[src/logic/swp_pkg.sv]
// Constants and types shared by the write-protected serial EEPROM block
package swp_pkg;
    // ========================================
    // Array geometry and instruction framing
    localparam int ADDR_W   = 6;
    localparam int DATA_W   = 16;
    localparam int CMD_BITS = 8;
    localparam int SYNC_W   = 3;
    // ========================================
    // Opcodes, extended codes in address bits [5:4]
    localparam logic [1:0] OP_READ   = 2'h1 + 2'h1;
    localparam logic [1:0] OP_WRITE  = 2'h1;
    localparam logic [1:0] OP_EXT    = 2'h0;
    localparam logic [1:0] OP_PRCLR  = 2'h3;
    localparam logic [1:0] EXT_UNLK  = 2'h3;
    localparam logic [1:0] EXT_WRALL = 2'h1;
    localparam logic [1:0] EXT_LOCK  = 2'h0;
    localparam logic [5:0] PRCLR_ADR = 6'h3F;
    localparam logic [5:0] FRZ_ADR   = 6'h00;
    // ========================================
    // Self-timed programming cycle
    localparam int CLK_MHZ      = 25;
    localparam int PROG_TIME_NS = 4000;
    localparam int PROG_CYC     = PROG_TIME_NS * CLK_MHZ / 1000;
    // ========================================
    // Reset values
    localparam logic [5:0] PROT_RST = 6'h00;
    // ========================================
    // Sequencer states and pending programming operations
    typedef enum logic [2:0]
    {
        ST_IDLE = 3'b000,
        ST_CMD  = 3'b001,
        ST_DATA = 3'b010,
        ST_READ = 3'b011,
        ST_DONE = 3'b100
    } swp_state_e;
    typedef enum logic [2:0]
    {
        PD_NONE  = 3'b000,
        PD_WRITE = 3'b001,
        PD_WRALL = 3'b010,
        PD_PRWR  = 3'b011,
        PD_PRCLR = 3'b100,
        PD_FRZ   = 3'b101
    } swp_pend_e;
endpackage

[src/logic/swp_eeprom.sv]
// Serial EEPROM with program lock, write lock and protect register
// What this block does
// - Program-enable pin low refuses every array programming operation.
// - Programming only after unlock instruction, refused again after a lock sent while protect-enable pin is low.
// - Protect register splits array into writable and read-only parts.
// - Host may move the boundary by loading protect register when allowed.
// - Protect-enable pin low blocks every protect register write.
// - Protect-enable pin high lets protect register be programmed.
// - Freeze instruction refuses all later protect register writes until reset.
// - Instructions open with start bit one; input ignored until it comes.
// - Read sends one dummy zero, then the word most significant bit first.
// - Select falling starts programming; select high shows busy then ready.
// - Protect value is first protected address; it and above refuse writes.
`timescale 1ns/1ps
`default_nettype none
module swp_eeprom
(
    input  wire logic clock,
    input  wire logic rst,
    input  wire logic chip_select,
    input  wire logic serial_clock,
    input  wire logic serial_data_in,
    input  wire logic program_enable_pin,
    input  wire logic protect_enable_pin,
    output logic      serial_data_out,
    output logic      serial_data_out_oe,
    output logic      prog_busy,
    output logic      protect_frozen
);
    localparam int AW = swp_pkg::ADDR_W;
    localparam int DW = swp_pkg::DATA_W;
    localparam int SW = swp_pkg::SYNC_W;
    localparam int TW = $clog2(swp_pkg::PROG_CYC + 1);

    typedef struct packed
    {
        logic [SW-1:0]       sk_sy;
        logic [SW-1:0]       cs_sy;
        logic [SW-1:0]       di_sy;
        logic [SW-1:0]       pe_sy;
        logic [SW-1:0]       pre_sy;
        logic                sk_f;
        logic                cs_f;
        logic                di_f;
        logic                pe_f;
        logic                pre_f;
        swp_pkg::swp_state_e st;
        swp_pkg::swp_pend_e  pend;
        logic [4:0]          cnt;
        logic [DW-1:0]       shreg;
        logic [AW-1:0]       addr;
        logic                rd_prot;
        logic [DW-1:0]       rd_word;
        logic                write_en;
        logic                pr_armed;
        logic                prot_valid;
        logic [AW-1:0]       prot_addr;
        logic                frozen;
        logic                busy;
        logic [TW-1:0]       timer;
        logic                show_stat;
        logic                dout;
        logic                dout_oe;
    } swp_s;

    swp_s          r_reg;
    swp_s          r_next;
    logic [DW-1:0] mem [2**AW];
    logic          mem_we;
    logic          mem_all;
    logic [AW-1:0] mem_wa;
    logic [DW-1:0] mem_wd;
    logic          sk_rise;
    logic          cs_fall;
    logic          allowed;
    logic [7:0]    cmd_byte;

    // Filtered level: a change counts once the second and third stages agree
    function automatic logic filt(input logic [SW-1:0] s, input logic prev);
        filt = (s[1] == s[2]) ? s[2] : prev;
    endfunction

    // ========================================
    // Sequencer and lock state
    always_comb
    begin
        r_next             = r_reg;
        mem_we             = 1'b0;
        mem_all            = 1'b0;
        mem_wa             = r_reg.addr;
        mem_wd             = r_reg.shreg;
        r_next.sk_sy       = {r_reg.sk_sy[SW-2:0], serial_clock};
        r_next.cs_sy       = {r_reg.cs_sy[SW-2:0], chip_select};
        r_next.di_sy       = {r_reg.di_sy[SW-2:0], serial_data_in};
        r_next.pe_sy       = {r_reg.pe_sy[SW-2:0], program_enable_pin};
        r_next.pre_sy      = {r_reg.pre_sy[SW-2:0], protect_enable_pin};
        r_next.sk_f        = filt(r_reg.sk_sy, r_reg.sk_f);
        r_next.cs_f        = filt(r_reg.cs_sy, r_reg.cs_f);
        r_next.di_f        = filt(r_reg.di_sy, r_reg.di_f);
        r_next.pe_f        = filt(r_reg.pe_sy, r_reg.pe_f);
        r_next.pre_f       = filt(r_reg.pre_sy, r_reg.pre_f);
        sk_rise            = r_next.sk_f && !r_reg.sk_f && r_reg.cs_f;
        cs_fall            = r_reg.cs_f && !r_next.cs_f;
        cmd_byte           = {r_reg.shreg[6:0], r_reg.di_f};
        // Permission is judged at the moment select falls
        unique case (r_reg.pend)
            swp_pkg::PD_WRITE:
                allowed = r_reg.pe_f && r_reg.write_en
                    && !(r_reg.prot_valid && r_reg.addr >= r_reg.prot_addr);
            swp_pkg::PD_WRALL:
                allowed = r_reg.pe_f && r_reg.write_en && !r_reg.prot_valid;
            swp_pkg::PD_PRWR, swp_pkg::PD_PRCLR, swp_pkg::PD_FRZ:
                allowed = r_reg.pe_f && r_reg.write_en && r_reg.pre_f
                    && !r_reg.frozen;
            default:
                allowed = 1'b0;
        endcase
        // Programming timer
        if (r_reg.busy)
        begin
            r_next.timer = r_reg.timer - TW'(1);
            r_next.busy  = (r_reg.timer != TW'(1));
        end
        if (cs_fall)
        begin
            // Deselect ends any frame; a complete program request starts here
            r_next.st        = swp_pkg::ST_IDLE;
            r_next.pend      = swp_pkg::PD_NONE;
            r_next.show_stat = 1'b0;
            if (r_reg.st == swp_pkg::ST_DONE && allowed)
            begin
                r_next.busy      = 1'b1;
                r_next.timer     = TW'(swp_pkg::PROG_CYC);
                r_next.show_stat = 1'b1;
                unique case (r_reg.pend)
                    swp_pkg::PD_WRITE: mem_we = 1'b1;
                    swp_pkg::PD_WRALL:
                    begin
                        mem_we  = 1'b1;
                        mem_all = 1'b1;
                    end
                    swp_pkg::PD_PRWR:
                    begin
                        r_next.prot_valid = 1'b1;
                        r_next.prot_addr  = r_reg.addr;
                    end
                    swp_pkg::PD_PRCLR:
                    begin
                        r_next.prot_valid = 1'b0;
                        r_next.prot_addr  = swp_pkg::PROT_RST;
                    end
                    default: r_next.frozen = 1'b1;
                endcase
            end
        end
        else if (sk_rise)
        begin
            unique case (r_reg.st)
                swp_pkg::ST_IDLE:
                    if (r_reg.di_f && !r_reg.busy)
                    begin
                        r_next.st        = swp_pkg::ST_CMD;
                        r_next.cnt       = 5'h0;
                        r_next.show_stat = 1'b0;
                    end
                swp_pkg::ST_CMD:
                begin
                    r_next.shreg = {r_reg.shreg[DW-2:0], r_reg.di_f};
                    r_next.cnt   = r_reg.cnt + 5'h1;
                    if (r_reg.cnt == 5'(swp_pkg::CMD_BITS - 1))
                    begin
                        r_next.addr     = cmd_byte[5:0];
                        r_next.cnt      = 5'h0;
                        r_next.st       = swp_pkg::ST_DONE;
                        r_next.pr_armed = 1'b0;
                        if (cmd_byte[7:6] == swp_pkg::OP_READ)
                        begin
                            r_next.st      = swp_pkg::ST_READ;
                            r_next.rd_prot = r_reg.pre_f;
                            r_next.dout    = 1'b0;
                            r_next.dout_oe = 1'b1;
                        end
                        else if (r_reg.pre_f)
                        begin
                            // Protect set: arming must come right before the change
                            if (cmd_byte[7:6] == swp_pkg::OP_EXT && cmd_byte[5:4] == swp_pkg::EXT_UNLK)
                                r_next.pr_armed = r_reg.pe_f && r_reg.write_en;
                            else if (r_reg.pr_armed && cmd_byte[7:6] == swp_pkg::OP_WRITE)
                                r_next.pend = swp_pkg::PD_PRWR;
                            else if (r_reg.pr_armed && cmd_byte == {swp_pkg::OP_PRCLR, swp_pkg::PRCLR_ADR})
                                r_next.pend = swp_pkg::PD_PRCLR;
                            else if (r_reg.pr_armed && cmd_byte == {swp_pkg::OP_EXT, swp_pkg::FRZ_ADR})
                                r_next.pend = swp_pkg::PD_FRZ;
                        end
                        else if (cmd_byte[7:6] == swp_pkg::OP_WRITE)
                        begin
                            r_next.pend = swp_pkg::PD_WRITE;
                            r_next.st   = swp_pkg::ST_DATA;
                        end
                        else if (cmd_byte[7:6] == swp_pkg::OP_EXT)
                        begin
                            unique case (cmd_byte[5:4])
                                swp_pkg::EXT_UNLK: r_next.write_en = 1'b1;
                                swp_pkg::EXT_LOCK: r_next.write_en = 1'b0;
                                swp_pkg::EXT_WRALL:
                                begin
                                    r_next.pend = swp_pkg::PD_WRALL;
                                    r_next.st   = swp_pkg::ST_DATA;
                                end
                                default: r_next.pend = swp_pkg::PD_NONE;
                            endcase
                        end
                    end
                end
                swp_pkg::ST_DATA:
                begin
                    r_next.shreg = {r_reg.shreg[DW-2:0], r_reg.di_f};
                    r_next.cnt   = r_reg.cnt + 5'h1;
                    if (r_reg.cnt == 5'(DW - 1))
                        r_next.st = swp_pkg::ST_DONE;
                end
                swp_pkg::ST_READ:
                begin
                    // Word fetched at each 16-bit boundary, then next address unless reading protect register
                    r_next.cnt = {1'b0, r_reg.cnt[3:0] + 4'h1};
                    if (r_reg.cnt[3:0] == 4'h0)
                    begin
                        r_next.rd_word = r_reg.rd_prot ? {{(DW-AW){1'b0}}, r_reg.prot_addr}
                                                       : mem[r_reg.addr];
                        r_next.dout    = r_next.rd_word[DW-1];
                        r_next.rd_word = {r_next.rd_word[DW-2:0], 1'b0};
                        r_next.addr    = r_reg.rd_prot ? r_reg.addr : r_reg.addr + AW'(1);
                    end
                    else
                    begin
                        r_next.dout    = r_reg.rd_word[DW-1];
                        r_next.rd_word = {r_reg.rd_word[DW-2:0], 1'b0};
                    end
                end
                default: r_next.st = r_reg.st;
            endcase
        end
        // Ready status: low while programming, high once done
        if (r_next.st != swp_pkg::ST_READ)
        begin
            r_next.dout_oe = r_next.show_stat && r_next.cs_f;
            r_next.dout    = !r_next.busy;
        end
        mem_wd = r_reg.shreg;
    end

    // ========================================
    // State register; protect state restarts cleared at every rst assertion
    always_ff @(posedge clock or posedge rst)
    begin
        if (rst)
            r_reg <= '{st: swp_pkg::ST_IDLE, pend: swp_pkg::PD_NONE,
                       prot_addr: swp_pkg::PROT_RST, default: '0};
        else
            r_reg <= r_next;
    end

    // ========================================
    // Array storage; contents are not touched by reset
    always_ff @(posedge clock)
    begin
        for (int i = 0; i < 2**AW; i++)
        begin
            if (mem_we && (mem_all || mem_wa == AW'(i)))
                mem[i] <= mem_wd;
        end
    end

    assign serial_data_out    = r_reg.dout;
    assign serial_data_out_oe = r_reg.dout_oe;
    assign prog_busy          = r_reg.busy;
    assign protect_frozen     = r_reg.frozen;
endmodule
`default_nettype wire

[config.mk]
export PLATFORM = sky130hd
export DESIGN_NAME = swp_eeprom
export DESIGN_NICKNAME = d
export VERILOG_FILES = /design/src/logic/swp_pkg.sv /design/src/logic/swp_eeprom.sv
export SDC_FILE = /design/constraint.sdc
export NUM_CORES = 1
export LEC_CHECK = 0
export ABC_AREA = 1
export BUFFER_PORTS_ARGS = -buffer_cell sky130_fd_sc_hd__buf_2
export CORE_ASPECT_RATIO = 0.75
export CORE_MARGIN = 4
export CORE_UTILIZATION = 45
export CTS_BUF_LIST = sky130_fd_sc_hd__clkbuf_16
export DETAILED_ROUTE_END_ITERATION = 10
export PLACE_DENSITY = 0.66
export SYNTH_ARGS = -nofsm -noshare
export SYNTH_HDL_FRONTEND = slang
export SYNTH_SLANG_ARGS = --single-unit
[constraint.sdc]
create_clock -name clock -period 4.03 [get_ports clock]
set_clock_uncertainty 0.05 [all_clocks]
set_input_delay 0.806 -clock clock [delete_from_list [all_inputs] [get_ports clock]]
set_output_delay 0.806 -clock clock [all_outputs]
set_load 0.02 [all_outputs]
==> results of run 1 <==
how the worst max path moves through the flow:
| stage | startpoint | end | cells past startpoint |
|---|---|---|---|
| 3_3_place_gp | mem_wa[0] | mem[32][3] | 14 |
| 4_1_cts | mem_wa[0] | mem[32][2] | 14 |
| 5_1_grt | mem_wa[0] | mem[34][0] | 14 |
| 6_report | mem_wa[1] | r_reg[36] | 14 |
| 2_1_floorplan | mem_wa[0] | mem[12][0] | 18 |
| 3_5_place_dp | mem_wa[0] | mem[32][3] | 14 |
cell type report:
type	count	area share [%]
clock inverter	79	1.15
clock buffer	105	4.98
inverter	342	2.47
multi-input combinational	2812	22.7
timing repair buffer	164	2.72
sequential	1114	62.7
tap	1404	3.33
power breakdown:
group	total, mW	leakage, nW	switching (mW)	internal, mW
combinational	4.48	8.38	3.42	1.06
sequential	13.7	10.8	0.412	13.2
clock	9.54	1.64	4.31	5.23
per-layer routing:
layer / vias to the layer above / track usage, % / share of wire [%]
met5: - / 0 / 0.012
met4: 2 / 6.35 / 2.5
met3: 246 / 6.94 / 12
met2: 1859 / 34.6 / 42
met1: 15800 / 36.4 / 43
li1: 15000 / - / -
metrics by stage:
| stage | total power [mW] | hold WS (ns) | utilization, % |
|---|---|---|---|
| 5_1_grt | 28.6 | 0.131 | 50.8 |
| 6_report | 27.7 | 0.128 | 50.8 |
| 3_3_place_gp | 18.2 | 0.285 | 47.7 |
| 4_1_cts | 27.7 | 0.0967 | 50.8 |
| 2_1_floorplan | 16.3 | 0.281 | - |
| 3_5_place_dp | 18.2 | 0.285 | 47.7 |
synthesized netlist by cell type:
cell type / instances
a2111oi_0: 2
a211oi_1: 2
a21o_1: 1
a21oi_1: 109
a21oi_2: 4
buf_1: 32
buf_2: 85
buf_4: 26
buf_6: 6
clkbuf_1: 82
clkinv_1: 1
dfrtp_1: 90
edfxtp_1: 1024
ha_1: 22
inv_1: 333
inv_2: 8
maj3_1: 4
mux2i_1: 1
nand2_1: 1135
nand2_2: 1
nand3_1: 141
nand4_1: 14
nor2_1: 890
nor2_2: 3
nor3_1: 5
nor3_2: 2
nor3_4: 2
nor4_1: 1
o2111ai_1: 1
o211ai_1: 22
o21a_1: 1
o21ai_0: 415
o21ai_1: 10
o22ai_1: 14
o31ai_1: 2
o32ai_1: 2
or2_1: 1
or2_2: 1
xnor2_1: 4
worst max-delay path, stage by stage (launching register included):
cell     delay [ns]
dfrtp_4        0.48
buf_12         0.53
inv_8          0.24
buf_12         0.31
nor2_1         0.15
o21ai_0        0.25
nand2_1        0.21
nand2_1        0.07
nand2_1        0.10
nor2_1         0.07
nor2_1         0.23
nor2_1         0.10
nand2_1        0.10
nand2_1        0.05
a21oi_1        0.14
kinds of logic after synthesis:
kind of cell,Yosys count
buffers and inverters,573
xor gates and xnor gates,4
adders and majority gates,26
muxes,1
AOI/OAI and AO/OA,585
and+or+nand+nor,2196
DFF,1114
==> flow_summary.yaml, run 1 <==
grt:
  grt_pass1_vias: 30800
  grt_max_degree: 195
  grt_pass1_wl_um: 200000
  grt.overflow.total: 0
  grt_use_total_pct: 24.2
  grt_antenna_before_repair: 4
timing:
  clock.fmax_mhz: 302
  setup-tns-final_ns: 0
  hold_viol: 0
  setup_viol: 0
  max-slew-margin-rel_pct: 25.5
  finalMaxSlewViolations: 0
  min_period_over_period_pct: 82.2
  setup_slack_ns: 0.717
  rsz0062_at_grt: "no"
  worst_pin_slew_ns: 1.12
  min_period_ns: 3.31
place:
  hpwl_um: 81300
  preCtsSetupSlack_ns: 0.777
  dp_cells: 5836
  portBuffers: 10
  dpl-instance-area_um2: 49500
  gp_congestion: 0.940
yosys:
  syn_area_um2: 47300
  ys_seq_elements: 1114
  synth_top_family_by_area: "simple AND/OR/NAND/NOR gates"
  yosys.area_share.simple_pct: 18.0
  synth_compound_area_share_pct: 6.44
  yosys.area.top_type: "edfxtp_1"
  synthMuxAreaShare_pct: 0.0212
  synth_xor_area_share_pct: 0.0740
  synthesis.nets: 4528
  syn_inst: 4499
  yosys_warnings: 0
  synth.distinct_cells: 39
  synth_area_leaders: "edfxtp_1 65%, nand2_1 9.0%, nor2_1 7.1%"
  avgSynthCellArea_um2: 10.5
  synth_fa_ha_area_share_pct: 0.666
  yosysSeqAreaShare_pct: 69.7
  yosys.area.top_type_share_pct: 65.0
power_and_ir_drop:
  power_leakage_nw: 20.8
  power.density_cell_area_nw_per_um2: 525
  max-vdd-ir-drop_v: 0.000415
floorplan:
  coreArea_um2: 104000
  die_y_um: 289
  dieArea_um2: 110000
  fp.dieW_um: 382
  io_pins: 11
  start_util_pct: 45.6
  num_rows: 102
status:
  status: "completed"
detailed_routing:
  drt-pass1-iter-count: 6
  vias: 32900
  ant_nets: 0
  drtIter0Drc: 5031
  drcViolationCount: 0
  via_per_inst: 5.47
  finalWirelength_um: 136000
  wire_per_inst_um: 22.6
critical_path:
  timing.rr.end: "r_reg[36]"
  reg2regPathDepth: 14
  startpoint_type: "flop"
  r2r_start: "mem_wa[1]"
  crit_arrival_ns: 3.89
  cp.required_ns: 4.61
  end_kind: "flop"
  crit_type: "reg2reg"
  rrSetupSlack_ns: 0.72
  path_max_fanout: 139
clocking:
  cts_resized: 0
  hold_buffers: 0
  path_clk_slew_ns: 0.07
  cts_num_sinks: 1114
  root_buffer: "clkbuf_16"
  clk_latency_ns: 0.70
  htreeDepth: 3
  cts_tree: "yes"
  clk_path_buf_depth: 3
  cts_buffers: 101
  post_cts_buffers: 0
layout:
  finalNetCount: 4564
  final_cell_mix: "1,135 x nand2_1, 1,024 x edfxtp_1, 887 x nor2_1"
  fill_cells: 9056
  layout-drive-gt1-share_pct: 7.86
  mostFrequentLayoutCell: "nand2_1"
  n_antenna_cell: 0
  syn_to_final_growth_pct: 11.4
  regArea_um2: 33000
  fin_area_um2: 52700
  multiInputGateArea_um2: 12000
  largest_register_ffs: 1024
  fin_cells: 6020
run:
  drv_cap: 0
hold_path:
  hp-class: "in2async"
Note: power is estimated with default switching activity, not from simulation.
==> inputs of run 2 (changes only) <==
--- a/config.mk
+++ b/config.mk
@@ -12,7 +12,7 @@
 export CORE_UTILIZATION = 45
 export CTS_BUF_LIST = sky130_fd_sc_hd__clkbuf_16
 export DETAILED_ROUTE_END_ITERATION = 10
-export PLACE_DENSITY = 0.66
+export PLACE_DENSITY = 0.68
 export SYNTH_ARGS = -nofsm -noshare
 export SYNTH_HDL_FRONTEND = slang
 export SYNTH_SLANG_ARGS = --single-unit
==> constraint.sdc (replaced) <==
create_clock -name clock -period 3 [get_ports clock]
set_clock_uncertainty 0.05 [all_clocks]
set_input_delay 0.6 -clock clock [delete_from_list [all_inputs] [get_ports clock]]
set_output_delay 0.6 -clock clock [all_outputs]
set_load 0.02 [all_outputs]
==> flow_summary.yaml, run 2 (synthesized netlist as in run 1, its figures left out) <==
status:
  status: "completed"
timing:
  setup_viol: 0
  clock.fmax_mhz: 361
  worst_pin_slew_ns: 1.13
  rsz0062_at_grt: "no"
  min_period_over_period_pct: 92.5
  setup-tns-final_ns: 0
  finalMaxSlewViolations: 0
  min_period_ns: 2.77
  max-slew-margin-rel_pct: 24.7
  hold_viol: 0
floorplan:
  num_rows: 102
  start_util_pct: 45.6
  die_y_um: 289
  io_pins: 11
  fp.dieW_um: 382
  coreArea_um2: 104000
  dieArea_um2: 110000
detailed_routing:
  finalWirelength_um: 132000
  drt-pass1-iter-count: 6
  drcViolationCount: 0
  ant_nets: 0
  vias: 32900
  wire_per_inst_um: 21.7
  via_per_inst: 5.42
  drtIter0Drc: 4785
layout:
  n_antenna_cell: 0
  finalNetCount: 4613
  final_cell_mix: "1,135 x nand2_1, 1,024 x edfxtp_1, 876 x nor2_1"
  fill_cells: 8874
  mostFrequentLayoutCell: "nand2_1"
  largest_register_ffs: 1024
  syn_to_final_growth_pct: 13.8
  fin_cells: 6071
  layout-drive-gt1-share_pct: 8.96
critical_path:
  end_kind: "flop"
  rrSetupSlack_ns: 0.23
  crit_type: "reg2reg"
  path_max_fanout: 139
  crit_arrival_ns: 3.32
  cp.required_ns: 3.55
  startpoint_type: "flop"
place:
  portBuffers: 10
  dp_cells: 5879
  gp_congestion: 0.916
  hpwl_um: 79700
power_and_ir_drop:
  power_leakage_nw: 21.2
  power.density_cell_area_nw_per_um2: 693
  max-vdd-ir-drop_v: 0.000529
clocking:
  clk_latency_ns: 0.71
  cts_resized: 0
  root_buffer: "clkbuf_16"
  post_cts_buffers: 0
  cts_tree: "yes"
  path_clk_slew_ns: 0.07
  clk_path_buf_depth: 3
  htreeDepth: 3
  cts_buffers: 101
  cts_num_sinks: 1114
  hold_buffers: 6
run:
  drv_cap: 0
grt:
  grt_pass1_vias: 30600
  grt_use_total_pct: 23.5
  grt_antenna_before_repair: 3
  grt.overflow.total: 0
  grt_max_degree: 140
  grt_pass1_wl_um: 194000
hold_path:
  hp-class: "reg2reg"
==> run 2: cell count changes in the layout (fill, tap and decap cells not counted), sizes merged <==
cell / before / now
bufinv: 8 / 9
clkinvlp: 11 / 4
buf: 164 / 207
inv: 367 / 359
clkbuf: 105 / 104
dlygate4sd3: 0 / 6
clkinv: 35 / 52
==> run 2: critical path: stages (launching register included) <==
cell and delay, ns:
dfrtp_4 0.57, inv_8 0.13, buf_12 0.43, nand2_1 0.10, nand3_1 0.10, nand2_1 0.06, nand2_1 0.14, nand2_1 0.08
nor2_1 0.34, nor2_1 0.07, nor2_1 0.24, nand3_1 0.11, nand2_1 0.08, a21oi_1 0.06
==> run 2: cell type report <==
cell class	instances	area (µm²)	area share (%)
multi-input combinational	2812	12100	22.4
clock buffer	104	2600	4.83
timing repair buffer	213	2480	4.60
inverter	342	1300	2.41
clock inverter	82	631	1.17
sequential	1114	33000	61.3
tap	1404	1760	3.26
==> run 2: per-stage QoR <==
stage                     hold WS (ns)  worst slack [ns]  area, µm²  total power [mW]  util (%)
after floorplan                  0.281            -0.430      47400              21.9         -
after global placement           0.284             0.264      50600              24.6      48.7
after detailed placement         0.285             0.279      50600              24.6      48.7
after CTS                        0.299             0.257      53900              37.3      51.9
after global routing             0.306            0.0874      53900              38.6      51.9
final                            0.298             0.226      53900              37.3      51.9
==> run 2: worst paths after layout <==
| path | cells after the start | startpoint | end |
|---|---|---|---|
| worst max-delay path | 13 | mem_wa[0] | r_reg[25] |
| worst min register to register | 0 | r_next[86] | r_next[87] |
| max in group asynchronous | 4 | rst | mem_wd[11] |
| min in group asynchronous | 3 | rst | r_next[83] |
| worst max register to register | 13 | mem_wa[0] | r_reg[25] |
| worst min-delay path | 0 | r_next[86] | r_next[87] |
==> run 2: power by group <==
part / switching (mW) / internal, mW
Clock: 5.75 / 7.06
Sequential: 0.361 / 17.8
Combinational: 4.71 / 1.63
==> run 2: layer usage <==
layer | track usage, % | share of wire, % | vias to the layer above
li1 | - | - | 15100
met2 | 34.4 | 43 | 1731
met5 | 0 | 0.0068 | -
met4 | 6.55 | 2.9 | 2
met3 | 6.58 | 12 | 240
met1 | 34.7 | 42 | 15800
